$ cat src/common/wut_consts.svh
// Purpose: Offsets, field positions, reset values and divider counts
// Assumes: Byte offsets on an 8-bit register address
// Notes:   Definitions only
`ifndef WUT_CONSTS_SVH
`define WUT_CONSTS_SVH
// ==========================================================
// Register offsets
`define WUT_OFS_CNT_LO  8'h00
`define WUT_OFS_CNT_HI  8'h04
`define WUT_OFS_CON     8'h08
`define WUT_OFS_INC     8'h0C
`define WUT_OFS_FB_LO   8'h10
`define WUT_OFS_FB_HI   8'h14
`define WUT_OFS_FC_LO   8'h18
`define WUT_OFS_FC_HI   8'h1C
`define WUT_OFS_FD_LO   8'h20
`define WUT_OFS_FD_HI   8'h24
`define WUT_OFS_IEN     8'h28
`define WUT_OFS_STA     8'h2C
`define WUT_OFS_CLR     8'h30
`define WUT_OFS_FA_LO   8'h3C
`define WUT_OFS_FA_HI   8'h40
// ==========================================================
// Reset values
`define WUT_RST_CON     16'h0040
`define WUT_RST_INC     12'h0C8
`define WUT_RST_FA      32'h0000_1900
`define WUT_RST_FB      32'h0000_1FFF
`define WUT_RST_FC      32'h0000_2FFF
`define WUT_RST_FD      32'h0000_3FFF
// ==========================================================
// Control fields and status positions
`define WUT_CON_HOLD    11
`define WUT_CON_CLK_HI  10
`define WUT_CON_CLK_LO  9
`define WUT_CON_WUEN    8
`define WUT_CON_EN      7
`define WUT_CON_FREE    6
`define WUT_CON_FREEZE  3
`define WUT_CON_WMASK   16'h0FCB
`define WUT_CLK_PCLK    2'h0
`define WUT_CLK_LF_A    2'h1
`define WUT_CLK_LF_B    2'h2
`define WUT_INC_SHIFT   5
`define WUT_STA_BUSY    6
`define WUT_FULL_SCALE  32'hFFFF_FFFF
// ==========================================================
// Divider terminal counts (ratio minus one)
`define WUT_TC_DIV1     15'h0000
`define WUT_TC_DIV4     15'h0003
`define WUT_TC_DIV16    15'h000F
`define WUT_TC_DIV256   15'h00FF
`define WUT_TC_DIV32768 15'h7FFF
`endif

$ cat src/common/wut_pkg.sv
// Purpose: Types shared by the wake-up timer modules
// Assumes: Constants come from the guarded header
// Notes:   State of each module is one packed struct
package wut_pkg;
`include "wut_consts.svh"
  // Interrupt clear sequencer, one-hot
  typedef enum logic [2:0] {
    CLR_IDLE   = 3'b001,
    CLR_FIRST  = 3'b010,
    CLR_SECOND = 3'b100
  } clr_state_type;
  // Whole state of the counter core
  typedef struct packed {
    logic [31:0]   count;
    logic [15:0]   con;
    logic [11:0]   inc;
    logic [11:0]   inc_act;
    logic [31:0]   fa;
    logic [31:0]   fb;
    logic [31:0]   fc;
    logic [31:0]   fd;
    logic [4:0]    ien;
    logic [4:0]    sta;
    logic [4:0]    clr_mask;
    clr_state_type clr_st;
    logic [15:0]   hold_hi;
    logic          frozen;
    logic [15:0]   rd_data;
    logic          irq;
    logic [2:0]    lf_sync;
    logic [2:0]    ec_sync;
  } core_state_type;
  // Whole state of the prescaler
  typedef struct packed {
    logic [14:0] cnt;
    logic        tick;
  } presc_state_type;
endpackage

$ cat src/common/presc_if.sv
// Purpose: Link between counter core and prescaler
// Assumes: Single clock mclk
// Notes:   src_tick and div_tick are one-cycle enables
`timescale 1ns/10ps
interface presc_if;
  logic       src_tick;  // Selected source edge
  logic [1:0] pre;       // Prescaler code
  logic       is_pclk;   // Peripheral clock selected
  logic       clr;       // Hold divider at zero
  logic       div_tick;  // Divided count enable
  modport ctl (output src_tick, pre, is_pclk, clr, input div_tick);
  modport div (input src_tick, pre, is_pclk, clr, output div_tick);
endinterface

$ cat src/hdl/wakeup_timer_32bit.sv
// Purpose: 32-bit wake-up counter with four compare fields
// Assumes: mclk is the peripheral clock at 10 MHz
// Notes:   Slow and external clocks are sampled, not used as clocks
//
// Notes on behaviour
// - 32-bit counter, three selectable clock sources
// - Prescaler divides source, ratios 1 to 32768
// - Peripheral clock with lowest code divides four
// - Counting continues while peripheral clock off
// - Hardware synchronises slow clock, no software care
// - Free-running: zero to all ones, wraps
// - Periodic: zero up to field D, reset
// - Enable starts; clearing enable stops and zeroes
// - Count read as high and low halves
// - Freeze: low read holds high half
// - Four compare fields A to D
// - Interrupt on compare match or full scale
// - Five maskable sources, write-one-to-clear
// - Interval write loads field A bits 16:5
// - Field A advances by interval times 32
// - Field A wraps by subtracting the mode limit
// - Hold bit stops field A updates
// - New interval used after next A match
// - Fields B, C, D written as halves
// - Slow-clock clear takes two cycles, flagged
//
// Decided for this implementation: the register offsets and strobed register access.
`timescale 1ns/10ps
module wakeup_timer_32bit
  import wut_pkg::*;
(
  // Clock and reset
  input  wire logic        mclk,
  input  wire logic        rst,
  // Register port
  input  wire logic [7:0]  addr,
  input  wire logic [15:0] wr_data,
  input  wire logic        wr_en,
  input  wire logic        rd_en,
  output logic      [15:0] rd_data,
  // Clock sources and power state
  input  wire logic        pclk_on,
  input  wire logic        low_freq_oscillator,
  input  wire logic        external_clock_input,
  // Interrupt / wake-up request and clear-in-flight status
  output logic             wakeup_irq,
  output logic             clear_in_flight_flag
);
  core_state_type q;       // Registered state
  core_state_type n;       // Next state
  presc_if        pif ();  // Prescaler link

  // ========================================================
  // Derived control
  logic [1:0] clk_sel;     // Source select field
  logic       running;     // Enable bit
  logic       free_run;    // Free-running mode
  logic       hold_a;      // Field A update hold
  logic       lf_edge;     // Rising edge, slow oscillator
  logic       ec_edge;     // Rising edge, external clock
  logic       lf_sel;      // Slow oscillator selected
  logic       src_ok;      // Source may advance

  assign clk_sel  = q.con[`WUT_CON_CLK_HI:`WUT_CON_CLK_LO];
  assign running  = q.con[`WUT_CON_EN];
  assign free_run = q.con[`WUT_CON_FREE];
  assign hold_a   = q.con[`WUT_CON_HOLD];
  assign lf_sel   = (clk_sel == `WUT_CLK_LF_A) || (clk_sel == `WUT_CLK_LF_B);

  // Edges come from the second and third sync stages only
  assign lf_edge = q.lf_sync[1] & ~q.lf_sync[2];
  assign ec_edge = q.ec_sync[1] & ~q.ec_sync[2];

  // Slow sources keep counting while the peripheral clock is off,
  // provided wake-up operation is enabled
  assign src_ok = pclk_on | q.con[`WUT_CON_WUEN];

  // ========================================================
  // Source select and prescaler hookup
  always_comb begin
    // Peripheral clock ticks every cycle while it is on
    case (clk_sel)
      `WUT_CLK_PCLK: pif.src_tick = pclk_on;
      `WUT_CLK_LF_A: pif.src_tick = lf_edge & src_ok;
      `WUT_CLK_LF_B: pif.src_tick = lf_edge & src_ok;
      default:       pif.src_tick = ec_edge & src_ok;
    endcase
  end

  assign pif.pre     = q.con[1:0];
  assign pif.is_pclk = (clk_sel == `WUT_CLK_PCLK);
  assign pif.clr     = ~running;

  wut_prescaler u_presc (
    .mclk (mclk),
    .rst  (rst),
    .pif  (pif)
  );

  // ========================================================
  // Field A advance with wrap against the mode limit
  function automatic logic [31:0] advance_a(input logic [31:0] base,
                                            input logic [11:0] step,
                                            input logic [31:0] lim);
    logic [32:0] sum;
    logic [32:0] dif;
    sum = {1'b0, base} + {16'h0000, step, 5'h00};
    dif = sum - {1'b0, lim};
    // Past the limit: old + step*32 - limit
    if (sum > {1'b0, lim}) begin
      advance_a = dif[31:0];
    end else begin
      advance_a = sum[31:0];
    end
  endfunction

  // ========================================================
  // Next state
  always_comb begin
    logic [31:0] cnt_n;    // Count after this tick
    logic [31:0] lim;      // Mode limit
    logic [4:0]  ev;       // Events this cycle
    logic [4:0]  clr_now;  // Flags cleared this cycle
    cnt_n   = 32'h0000_0000;
    lim     = free_run ? `WUT_FULL_SCALE : q.fd;
    ev      = 5'h00;
    clr_now = 5'h00;
    n       = q;

    // Pin sampling: two stages, then one for edge detection
    n.lf_sync = {q.lf_sync[1:0], low_freq_oscillator};
    n.ec_sync = {q.ec_sync[1:0], external_clock_input};

    // Counter
    if (!running) begin
      // Disabled: counter stopped and cleared
      n.count = 32'h0000_0000;
    end else if (pif.div_tick) begin
      if (free_run) begin
        // Wraps to zero after all ones
        cnt_n = q.count + 32'h0000_0001;
      end else if (q.count == q.fd) begin
        // Periodic: back to zero after reaching D
        cnt_n = 32'h0000_0000;
      end else begin
        cnt_n = q.count + 32'h0000_0001;
      end
      n.count = cnt_n;
      // Compare events on the new count
      ev[0] = (cnt_n == q.fa);
      ev[1] = (cnt_n == q.fb);
      ev[2] = (cnt_n == q.fc);
      ev[3] = (cnt_n == q.fd);
      ev[4] = free_run && (cnt_n == `WUT_FULL_SCALE);
      // Field A steps on its own match unless held
      if (ev[0] && !hold_a) begin
        n.fa      = advance_a(q.fa, q.inc_act, lim);
        // Pending interval becomes active after this match
        n.inc_act = q.inc;
      end
    end

    // Interrupt clear sequencing
    case (q.clr_st)
      CLR_IDLE: begin
        n.clr_st = CLR_IDLE;
      end
      CLR_FIRST: begin
        if (lf_edge) begin
          n.clr_st = CLR_SECOND;
        end
      end
      CLR_SECOND: begin
        // Second slow edge: the clear takes effect
        if (lf_edge) begin
          clr_now    = q.clr_mask;
          n.clr_mask = 5'h00;
          n.clr_st   = CLR_IDLE;
        end
      end
      default: begin
        n.clr_st   = CLR_IDLE;
        n.clr_mask = 5'h00;
      end
    endcase

    // Register reads, answered in the next cycle
    n.rd_data = 16'h0000;
    if (rd_en) begin
      case (addr)
        `WUT_OFS_CNT_LO: begin
          n.rd_data = q.count[15:0];
          // Freeze the high half for an atomic pair
          if (q.con[`WUT_CON_FREEZE]) begin
            n.hold_hi = q.count[31:16];
            n.frozen  = 1'b1;
          end
        end
        `WUT_OFS_CNT_HI: begin
          n.rd_data = q.frozen ? q.hold_hi : q.count[31:16];
          n.frozen  = 1'b0;
        end
        `WUT_OFS_CON:   n.rd_data = q.con;
        `WUT_OFS_INC:   n.rd_data = {4'h0, q.inc};
        `WUT_OFS_FB_LO: n.rd_data = q.fb[15:0];
        `WUT_OFS_FB_HI: n.rd_data = q.fb[31:16];
        `WUT_OFS_FC_LO: n.rd_data = q.fc[15:0];
        `WUT_OFS_FC_HI: n.rd_data = q.fc[31:16];
        `WUT_OFS_FD_LO: n.rd_data = q.fd[15:0];
        `WUT_OFS_FD_HI: n.rd_data = q.fd[31:16];
        `WUT_OFS_IEN:   n.rd_data = {11'h000, q.ien};
        `WUT_OFS_STA: begin
          n.rd_data = {9'h000, (q.clr_st != CLR_IDLE), 1'b0, q.sta};
        end
        `WUT_OFS_FA_LO: n.rd_data = q.fa[15:0];
        `WUT_OFS_FA_HI: n.rd_data = q.fa[31:16];
        // Clear register and holes read as zero
        default:        n.rd_data = 16'h0000;
      endcase
    end

    // Register writes; software wins over the hardware step
    if (wr_en) begin
      case (addr)
        `WUT_OFS_CON: begin
          n.con = wr_data & `WUT_CON_WMASK;
        end
        `WUT_OFS_INC: begin
          n.inc = wr_data[11:0];
          // Loads field A unless software holds it
          if (!hold_a) begin
            n.fa = {15'h0000, wr_data[11:0], 5'h00};
          end
          // While stopped the interval is used at once
          if (!running) begin
            n.inc_act = wr_data[11:0];
          end
        end
        // Software-owned fields, as two halves each
        `WUT_OFS_FB_LO: n.fb[15:0]  = wr_data;
        `WUT_OFS_FB_HI: n.fb[31:16] = wr_data;
        `WUT_OFS_FC_LO: n.fc[15:0]  = wr_data;
        `WUT_OFS_FC_HI: n.fc[31:16] = wr_data;
        // No guard on D; software keeps to when it may write it
        `WUT_OFS_FD_LO: n.fd[15:0]  = wr_data;
        `WUT_OFS_FD_HI: n.fd[31:16] = wr_data;
        `WUT_OFS_IEN: begin
          // Masking is how software guards B/C rewrites
          n.ien = wr_data[4:0];
        end
        `WUT_OFS_CLR: begin
          if (lf_sel) begin
            // Slow clock: clear needs two oscillator cycles
            n.clr_mask = n.clr_mask | wr_data[4:0];
            // A clear landing as the last one completes starts afresh
            if (n.clr_st == CLR_IDLE) begin
              n.clr_st = CLR_FIRST;
            end
          end else begin
            clr_now = clr_now | wr_data[4:0];
          end
        end
        default: begin
          // Read-only or unmapped: ignored
        end
      endcase
    end

    // Sticky flags: a new event wins over a clear
    n.sta = (q.sta & ~clr_now) | ev;

    // Request line: any enabled pending flag
    n.irq = |(n.sta & n.ien);
  end

  // ========================================================
  // State register
  always_ff @(posedge mclk) begin
    if (rst) begin
      q          <= '0;
      q.con      <= `WUT_RST_CON;
      q.inc      <= `WUT_RST_INC;
      q.inc_act  <= `WUT_RST_INC;
      q.fa       <= `WUT_RST_FA;
      q.fb       <= `WUT_RST_FB;
      q.fc       <= `WUT_RST_FC;
      q.fd       <= `WUT_RST_FD;
      q.clr_st   <= CLR_IDLE;
    end else begin
      q <= n;
    end
  end

  // ========================================================
  // Outputs: read data and request straight from flip-flops, clear flag decoded from clr_st
  assign rd_data              = q.rd_data;
  assign wakeup_irq           = q.irq;
  assign clear_in_flight_flag = (q.clr_st != CLR_IDLE);
endmodule

$ cat src/hdl/wut_prescaler.sv
// Purpose: Divides the selected source tick into a count enable
// Assumes: Source tick is a one-cycle pulse on mclk
// Notes:   Output tick comes from a flip-flop
`timescale 1ns/10ps
module wut_prescaler
  import wut_pkg::*;
(
  // Clock and reset
  input wire logic mclk,
  input wire logic rst,
  // Core link
  presc_if.div     pif
);
  presc_state_type q;  // Registered state
  presc_state_type n;  // Next state

  // ========================================================
  // Terminal count for a code
  function automatic logic [14:0] term_count(input logic [1:0] code,
                                             input logic       pclk);
    case (code)
      2'h0:    term_count = pclk ? `WUT_TC_DIV4 : `WUT_TC_DIV1;
      2'h1:    term_count = `WUT_TC_DIV16;
      2'h2:    term_count = `WUT_TC_DIV256;
      default: term_count = `WUT_TC_DIV32768;
    endcase
  endfunction

  // ========================================================
  // Next state: count source ticks, pulse at terminal count
  always_comb begin
    n = q;
    n.tick = 1'b0;
    if (pif.clr) begin
      // Timer off: restart from zero so the first period is whole
      n.cnt = 15'h0000;
    end else if (pif.src_tick) begin
      if (q.cnt >= term_count(pif.pre, pif.is_pclk)) begin
        n.cnt  = 15'h0000;
        n.tick = 1'b1;
      end else begin
        n.cnt = q.cnt + 15'h0001;
      end
    end
  end

  // State register
  always_ff @(posedge mclk) begin
    if (rst) begin
      q <= '0;
    end else begin
      q <= n;
    end
  end

  assign pif.div_tick = q.tick;
endmodule

$ cat config.mk
export PLATFORM = sky130hd
export DESIGN_NAME = wakeup_timer_32bit
export DESIGN_NICKNAME = d
export VERILOG_FILES = /design/src/common/wut_pkg.sv /design/src/common/presc_if.sv /design/src/hdl/wakeup_timer_32bit.sv /design/src/hdl/wut_prescaler.sv
export VERILOG_INCLUDE_DIRS = /design/src /design/src/common
export SDC_FILE = /design/constraint.sdc
export NUM_CORES = 1
export LEC_CHECK = 0
export BUFFER_PORTS_ARGS = -buffer_cell sky130_fd_sc_hd__buf_2
export CAP_MARGIN = 20
export CORE_MARGIN = 4
export CORE_UTILIZATION = 50
export DETAILED_ROUTE_END_ITERATION = 16
export PLACE_DENSITY = 0.72
export RECOVER_POWER = 50
export SKIP_CTS_REPAIR_TIMING = 1
export SYNTH_ARGS = -nofsm -noshare
export SYNTH_HDL_FRONTEND = slang
export SYNTH_SLANG_ARGS = --single-unit
export TNS_END_PERCENT = 5
$ cat constraint.sdc
create_clock -name mclk -period 6.3 [get_ports mclk]
set_input_delay 1.575 -clock mclk [delete_from_list [all_inputs] [get_ports mclk]]
set_output_delay 1.575 -clock mclk [all_outputs]
set_load 0.02 [all_outputs]
==> flow_metrics.tcl, run 1 <==
set metrics [dict create \
    fp.dieH_um 199.9 \
    power_leakage_uw 0.007148 \
    crit_chain "clkbuf_1, inv_2, clkbuf_1, nand2_1, clkbuf_1, nor2_1" \
    grt_pass1_vias 18750 \
    cts_sinks 267 \
    clock_power_share_pct 52.7 \
    power_switching_uw 944.7 \
    vias_per_cell 7.019 \
    cp_num_cells 6 \
    slowest_delay_ns 1.68 \
    hp-class "flip-flop to flip-flop" \
    syn_inst 2433 \
    fin_skew_ns 0.02128 \
    cts_tree "built" \
    drive_gt1_share_pct 8.396 \
    drtIter0Drc 2995 \
    start_kind "input port" \
    grt_antenna_before_repair 1 \
    synth-seq-cells 267 \
    seq_area_um2 5345 \
    grt_max_degree 56 \
    holdPathStages 2 \
    drtPass1Iterations 8 \
    htreeDepth 2 \
    maxSlewHeadroom_pct -96.58 \
    rr_worst_depth 19 \
    ys_async_sr_fraction_pct 0 \
    path_max_fanout 43 \
    pwr-share-comb_pct 2.7 \
    die_x_um 199.9 \
    max_cap_viol_count 5 \
    swShare_pct 24.84 \
    synth_top_cell_area_share_pct 29.04 \
    critPathTopFamily "buffers and inverters" \
    dpl.hpwl_um 65920 \
    wl_um 90610 \
    overflow 0 \
    end_kind "flip-flop" \
    powerDensity_nw_per_um2 189.4 \
    nets 2481 \
    worstPathRequired_ns 6.66 \
    setup_viol 0 \
    synth_area_leaders "dfxtp_1, nand2_1, a21oi_1" \
    grt_use_total_pct 44.08 \
    drv_slew 219 \
    gp_congestion 1.133 \
    clk_latency_ns 0.58 \
    grt_pass1_wl_um 129000 \
    initial_utilization_pct 50.52 \
    finalCriticalPeriod_ns 5.898 \
    io_pins 49 \
    grt_setup_unrepaired "no" \
    worst-setup-path-type "input port to flip-flop" \
    avgRoutedWirePerCell_um 31.48 \
    yosys.area.top_type "dfxtp_1" \
    synth_ff_type "dfxtp_1" \
    pwr-share-seq_pct 44.6 \
    fmax_mhz 169.5 \
    critPathArrivalTime_ns 6.26 \
    netlist_area_um2 18410 \
    synth_edf_count 0 \
    finalHoldViolCount 0 \
    dr_total_vias 20200 \
    cpMostUsedCell "clkbuf_1" \
    design.core.area_um2 36430 \
    postLayoutSetupSlackWorst_ns 0.4020 \
    cts_root_buf "clkbuf_16" \
    synth_cell_types 92 \
    status "complete, but fails checks" \
    rows 70 \
    dp_cells 2812 \
    die_area_um2 39950 \
    syn-num-nets 2531 \
    tightest_slew_ns 2.949 \
    multiInputGateArea_um2 11960 \
    post-route-period-util_pct 93.62 \
    synth-seq-area-share_pct 29.04 \
    critical-path-slowest-cell "clkbuf_1" \
    ant_nets 0 \
    drc 0 \
    tns_ns 0 \
    layoutNonFillerInstCount 2878 \
    p_int_uw 2858 \
    ir_worst_vdd_mv 0.2109 \
    violations "capacitance limit, slew limit" \
    path_clk_slew_ns 0.07 \
    syn2layout_area_growth_pct 9.088 \
    port_buffers 48 \
    critPathBufInv 4 \
    ys_warn_count 0 \
    dp_slack_ns 0.8444 \
    fillers 3484 \
    clock_path_buffers 3 \
    numCtsBuffers 34 \
    synth.avg_cell_area_um2 7.566 \
]
-- layer usage --
metal	GRT usage (%)	vias to the layer above	part of all wire, %
met5	0	-	0.014
met4	29.26	2	8.4
met3	14.55	425	13
met2	63.01	1494	40
met1	56.63	9510	38
li1	-	8769	-
-- state kept, by name, summed over array words and instances, names as in the netlist --
signal	flops
free_run	1
pif.pre	2
wakeup_irq	1
u_presc.q	15
rd_data	16
q	224
u_presc.pif.div_tick	1
clk_sel	2
n	4
hold_a	1
-- path summary, 6_finish.rpt --
check	start	to	slack, ns
max reg2reg	q[163]	q[172]	0.69
min reg2reg	q[35]	q[35]	0.45
max	rst	q[241]	0.40
min	q[35]	q[35]	0.45
-- layout make-up --
class                   count  area share [%]
inverters                  44          0.8225
diodes                      4         0.04985
flip-flops and latches    267           26.62
multi-input cells        1900           59.57
repair buffers            136           4.418
clock buffers              47           4.879
clock inverters            12          0.7290
well taps                 468           2.916
-- cells in the mapped netlist, types with 19 or more instances --
library cell and instances:
nand2_1 365, dfxtp_1 267, a21oi_1 225, nor2_1 179
clkbuf_1 155, xnor2_1 116, nand3_1 102, o21ai_0 72
ha_1 65, nor3_1 65, mux2i_1 63, a221oi_1 47
xor2_1 47, inv_1 43, nand4_1 39, nor4_1 39
and3_1 32, a31oi_1 28, a22o_1 25, buf_2 24
buf_4 24, a22oi_1 22, or3_1 20, nor2b_1 19
-- worst min-delay path, delay by kind of cell, from the launching register on --
family	cells	cell delay, ns
and+or+nand+nor	1	0.05
AOI/OAI and AO/OA	1	0.05
DFF	1	0.31
-- logic make-up (layout without fill, tap and decap cells) --
logic type / count (synthesis) / count (layout) / share of synthesized area (%)
other: 0 / 4 / 0
multiplexers: 64 / 64 / 3.487
flip-flops: 267 / 267 / 29.04
AO/OA/AOI/OAI: 641 / 641 / 23.33
AND/OR/NAND/NOR: 961 / 961 / 25.09
XOR/XNOR: 167 / 167 / 8.211
adder cells (fa/ha/maj): 67 / 67 / 4.636
buffers and inverters: 266 / 239 / 6.206
-- placed cells by master, fill, tap and decap left out, drive strengths merged, types with 10 or more instances in the layout --
cell type / n
a211o: 18
a211oi: 18
a21o: 14
a21oi: 225
a221oi: 47
a222oi: 11
a22o: 25
a22oi: 22
a31oi: 29
a32oi: 11
and2: 17
and3: 32
buf: 109
clkbuf: 74
dfxtp: 267
ha: 65
inv: 47
mux2i: 63
nand2: 365
nand2b: 11
nand3: 103
nand4: 41
nor2: 180
nor2b: 19
nor3: 66
nor4: 41
o21a: 12
o21ai: 80
o21bai: 12
o221ai: 10
o22ai: 16
o31ai: 10
or3: 20
or4: 17
xnor2: 117
xor2: 47
-- stage by stage --
step	hold WS, ns	total power [uW]	area (um2)	utilization, %
final	0.4540	3803	20080	55.11
after global routing	0.4736	3880	20070	55.09
after CTS	0.4560	3803	20090	55.14
after detailed placement	0.4476	1830	18960	52.05
after global placement	0.4343	1829	18960	52.05
after floorplan	0.4138	1779	18410	-
-- power by group through the flow --
stage / combinational (uW) / sequential, uW / clock [uW]
after floorplan: 49.4 / 1730 / 0
after global placement: 96.7 / 1730 / 0
after detailed placement: 97.9 / 1730 / 0
after CTS: 98.3 / 1700 / 2010
after global routing: 105 / 1690 / 2080
final: 102 / 1700 / 2010
Note: power is estimated with default switching activity, not from simulation.
==> inputs of run 2 (changes only) <==
==> constraint.sdc (replaced) <==
create_clock -name mclk -period 6.6 [get_ports mclk]
set_input_delay 1.65 -clock mclk [delete_from_list [all_inputs] [get_ports mclk]]
set_output_delay 1.65 -clock mclk [all_outputs]
set_load 0.02 [all_outputs]
==> flow_metrics.tcl, run 2 (synthesis gave the netlist of run 1 again) <==
set metrics [dict create \
    finalCriticalPeriod_ns 5.918 \
    setup_viol 0 \
    path_clk_slew_ns 0.06 \
    critPathArrivalTime_ns 6.32 \
    slowest_delay_ns 1.62 \
    grt_max_degree 75 \
    design.core.area_um2 36430 \
    finalHoldViolCount 0 \
    cts_root_buf "clkbuf_16" \
    critical-path-slowest-cell "clkbuf_1" \
    dpl.hpwl_um 64500 \
    top_register "q" \
    drtPass1Iterations 10 \
    grt_pass1_vias 18750 \
    dr_total_vias 20260 \
    fmax_mhz 169.0 \
    vias_per_cell 7.065 \
    post-route-util_pct 54.67 \
    cpMostUsedCell "clkbuf_1" \
    tns_ns 0 \
    fillers 3456 \
    syn2layout_area_growth_pct 8.211 \
    largest_reg_flops 224 \
    power_uw 3489 \
    fp.dieH_um 199.9 \
    postLayoutSetupSlackWorst_ns 0.6815 \
    clk_latency_ns 0.61 \
    grt_setup_unrepaired "no" \
    grt_pass1_wl_um 127400 \
    hp-class "flip-flop to flip-flop" \
    dp_slack_ns 1.042 \
    power_leakage_uw 0.007029 \
    gp_congestion 1.109 \
    clock_path_buffers 3 \
    end_kind "flip-flop" \
    die_area_um2 39950 \
    post-route-period-util_pct 89.67 \
    critPathTopFamily "buffers and inverters" \
    worst-setup-path-type "input port to flip-flop" \
    maxSlewHeadroom_pct -162.2 \
    grt_antenna_before_repair 6 \
    worstPathRequired_ns 7.00 \
    htreeDepth 1 \
    die_x_um 199.9 \
    cts_tree "built" \
    avgRoutedWirePerCell_um 30.81 \
    drtIter0Drc 3098 \
    final_common_cell "nand2_1" \
    ant_nets 0 \
    drc 0 \
    crit_chain "clkbuf_1, clkinv_1, clkbuf_1, nand2_1, clkbuf_1, nor2_1" \
    port_buffers 48 \
    wl_um 88370 \
    path_max_fanout 35 \
    tightest_slew_ns 3.933 \
    numCtsBuffers 31 \
    cts_sinks 267 \
    max_cap_viol_count 5 \
    fin_skew_ns 0.01438 \
    critPathBufInv 4 \
    violations "capacitance limit, slew limit" \
    fin_area_um2 19920 \
    rows 70 \
    dpl_cell_area_um2 18930 \
    grt_use_total_pct 42.91 \
    drv_slew 219 \
    overflow 0 \
    powerDensity_nw_per_um2 175.2 \
    io_pins 49 \
    ir_worst_vdd_mv 0.2216 \
    final_cell_mix "nand2_1, dfxtp_1, a21oi_1, nor2_1, xnor2_1" \
    status "complete, but fails checks" \
    nets 2469 \
    initial_utilization_pct 50.52 \
    drive_gt1_share_pct 8.058 \
    start_kind "input port" \
]
-- run 2: cell count changes in the layout (fill, tap and decap cells not counted), moves of 3 or more --
cell and change:
xnor2_1 -3, buf_4 -5, clkbuf_16 -3, clkinv_2 +3, clkbuf_8 -7, clkinvlp_4 +3
xnor2_2 +3
-- run 2: final timing paths --
check | startpoint | to | slack, ns | depth (start not counted)
setup / recovery | rst | q[249] | 0.68 | 6
hold / removal | n[1] | n[2] | 0.44 | 1
setup reg to reg | q[159] | q[172] | 0.93 | 20
hold reg to reg | n[1] | n[2] | 0.44 | 1
-- run 2: cell type report --
| class | instances | area, um2 | share of cell area, % |
|---|---|---|---|
| multi-input combinational | 1900 | 11990 | 60.19 |
| clock inverter | 18 | 205.2 | 1.030 |
| timing repair buffer | 127 | 799.5 | 4.014 |
| tap | 468 | 585.6 | 2.940 |
| clock buffer | 39 | 815.8 | 4.095 |
| sequential | 267 | 5345 | 26.83 |
| antenna | 5 | 12.51 | 0.06281 |
| inverter | 44 | 165.2 | 0.8291 |
-- run 2: per-stage QoR --
stage | std cells | hold slack, ns
global placement | 2805 | 0.4336
finish | 2868 | 0.4449
detailed placement | 2806 | 0.4379
floorplan | 2433 | 0.4138
global route | 2865 | 0.4618
CTS | 2863 | 0.4523
-- run 2: where the power goes --
group	internal, uW	total, uW	leakage [uW]	switching [uW]
registers	1610	1620	0.00215	3.77
clock network	1000	1770	0.000491	772
logic	19.0	97.8	0.00439	78.9
-- run 2: worst register-to-register path, stage by stage, from the launching register on --
cell and delay, ns:
dfxtp_1 0.37, ha_1 0.28, fa_1 0.44, a211oi_1 0.32, nor3_1 0.15, or3_1 0.32
a21o_1 0.20, a21o_1 0.18, a211oi_1 0.38, nor2_1 0.11, ha_1 0.25, a21o_1 0.18
a21oi_1 0.16, nor2b_1 0.06, a311oi_1 0.43, o31a_1 0.24, o21bai_1 0.13, a31o_2 0.32
a21bo_2 0.54, o311ai_0 0.44, a21oi_1 0.07
-- run 2: layer usage --
metal  GRT usage, %  routed length (um)
met1          55.77               33510
met2          62.21               36090
met3          14.00               11670
met4          25.33                7068
met5         0.4779                  34
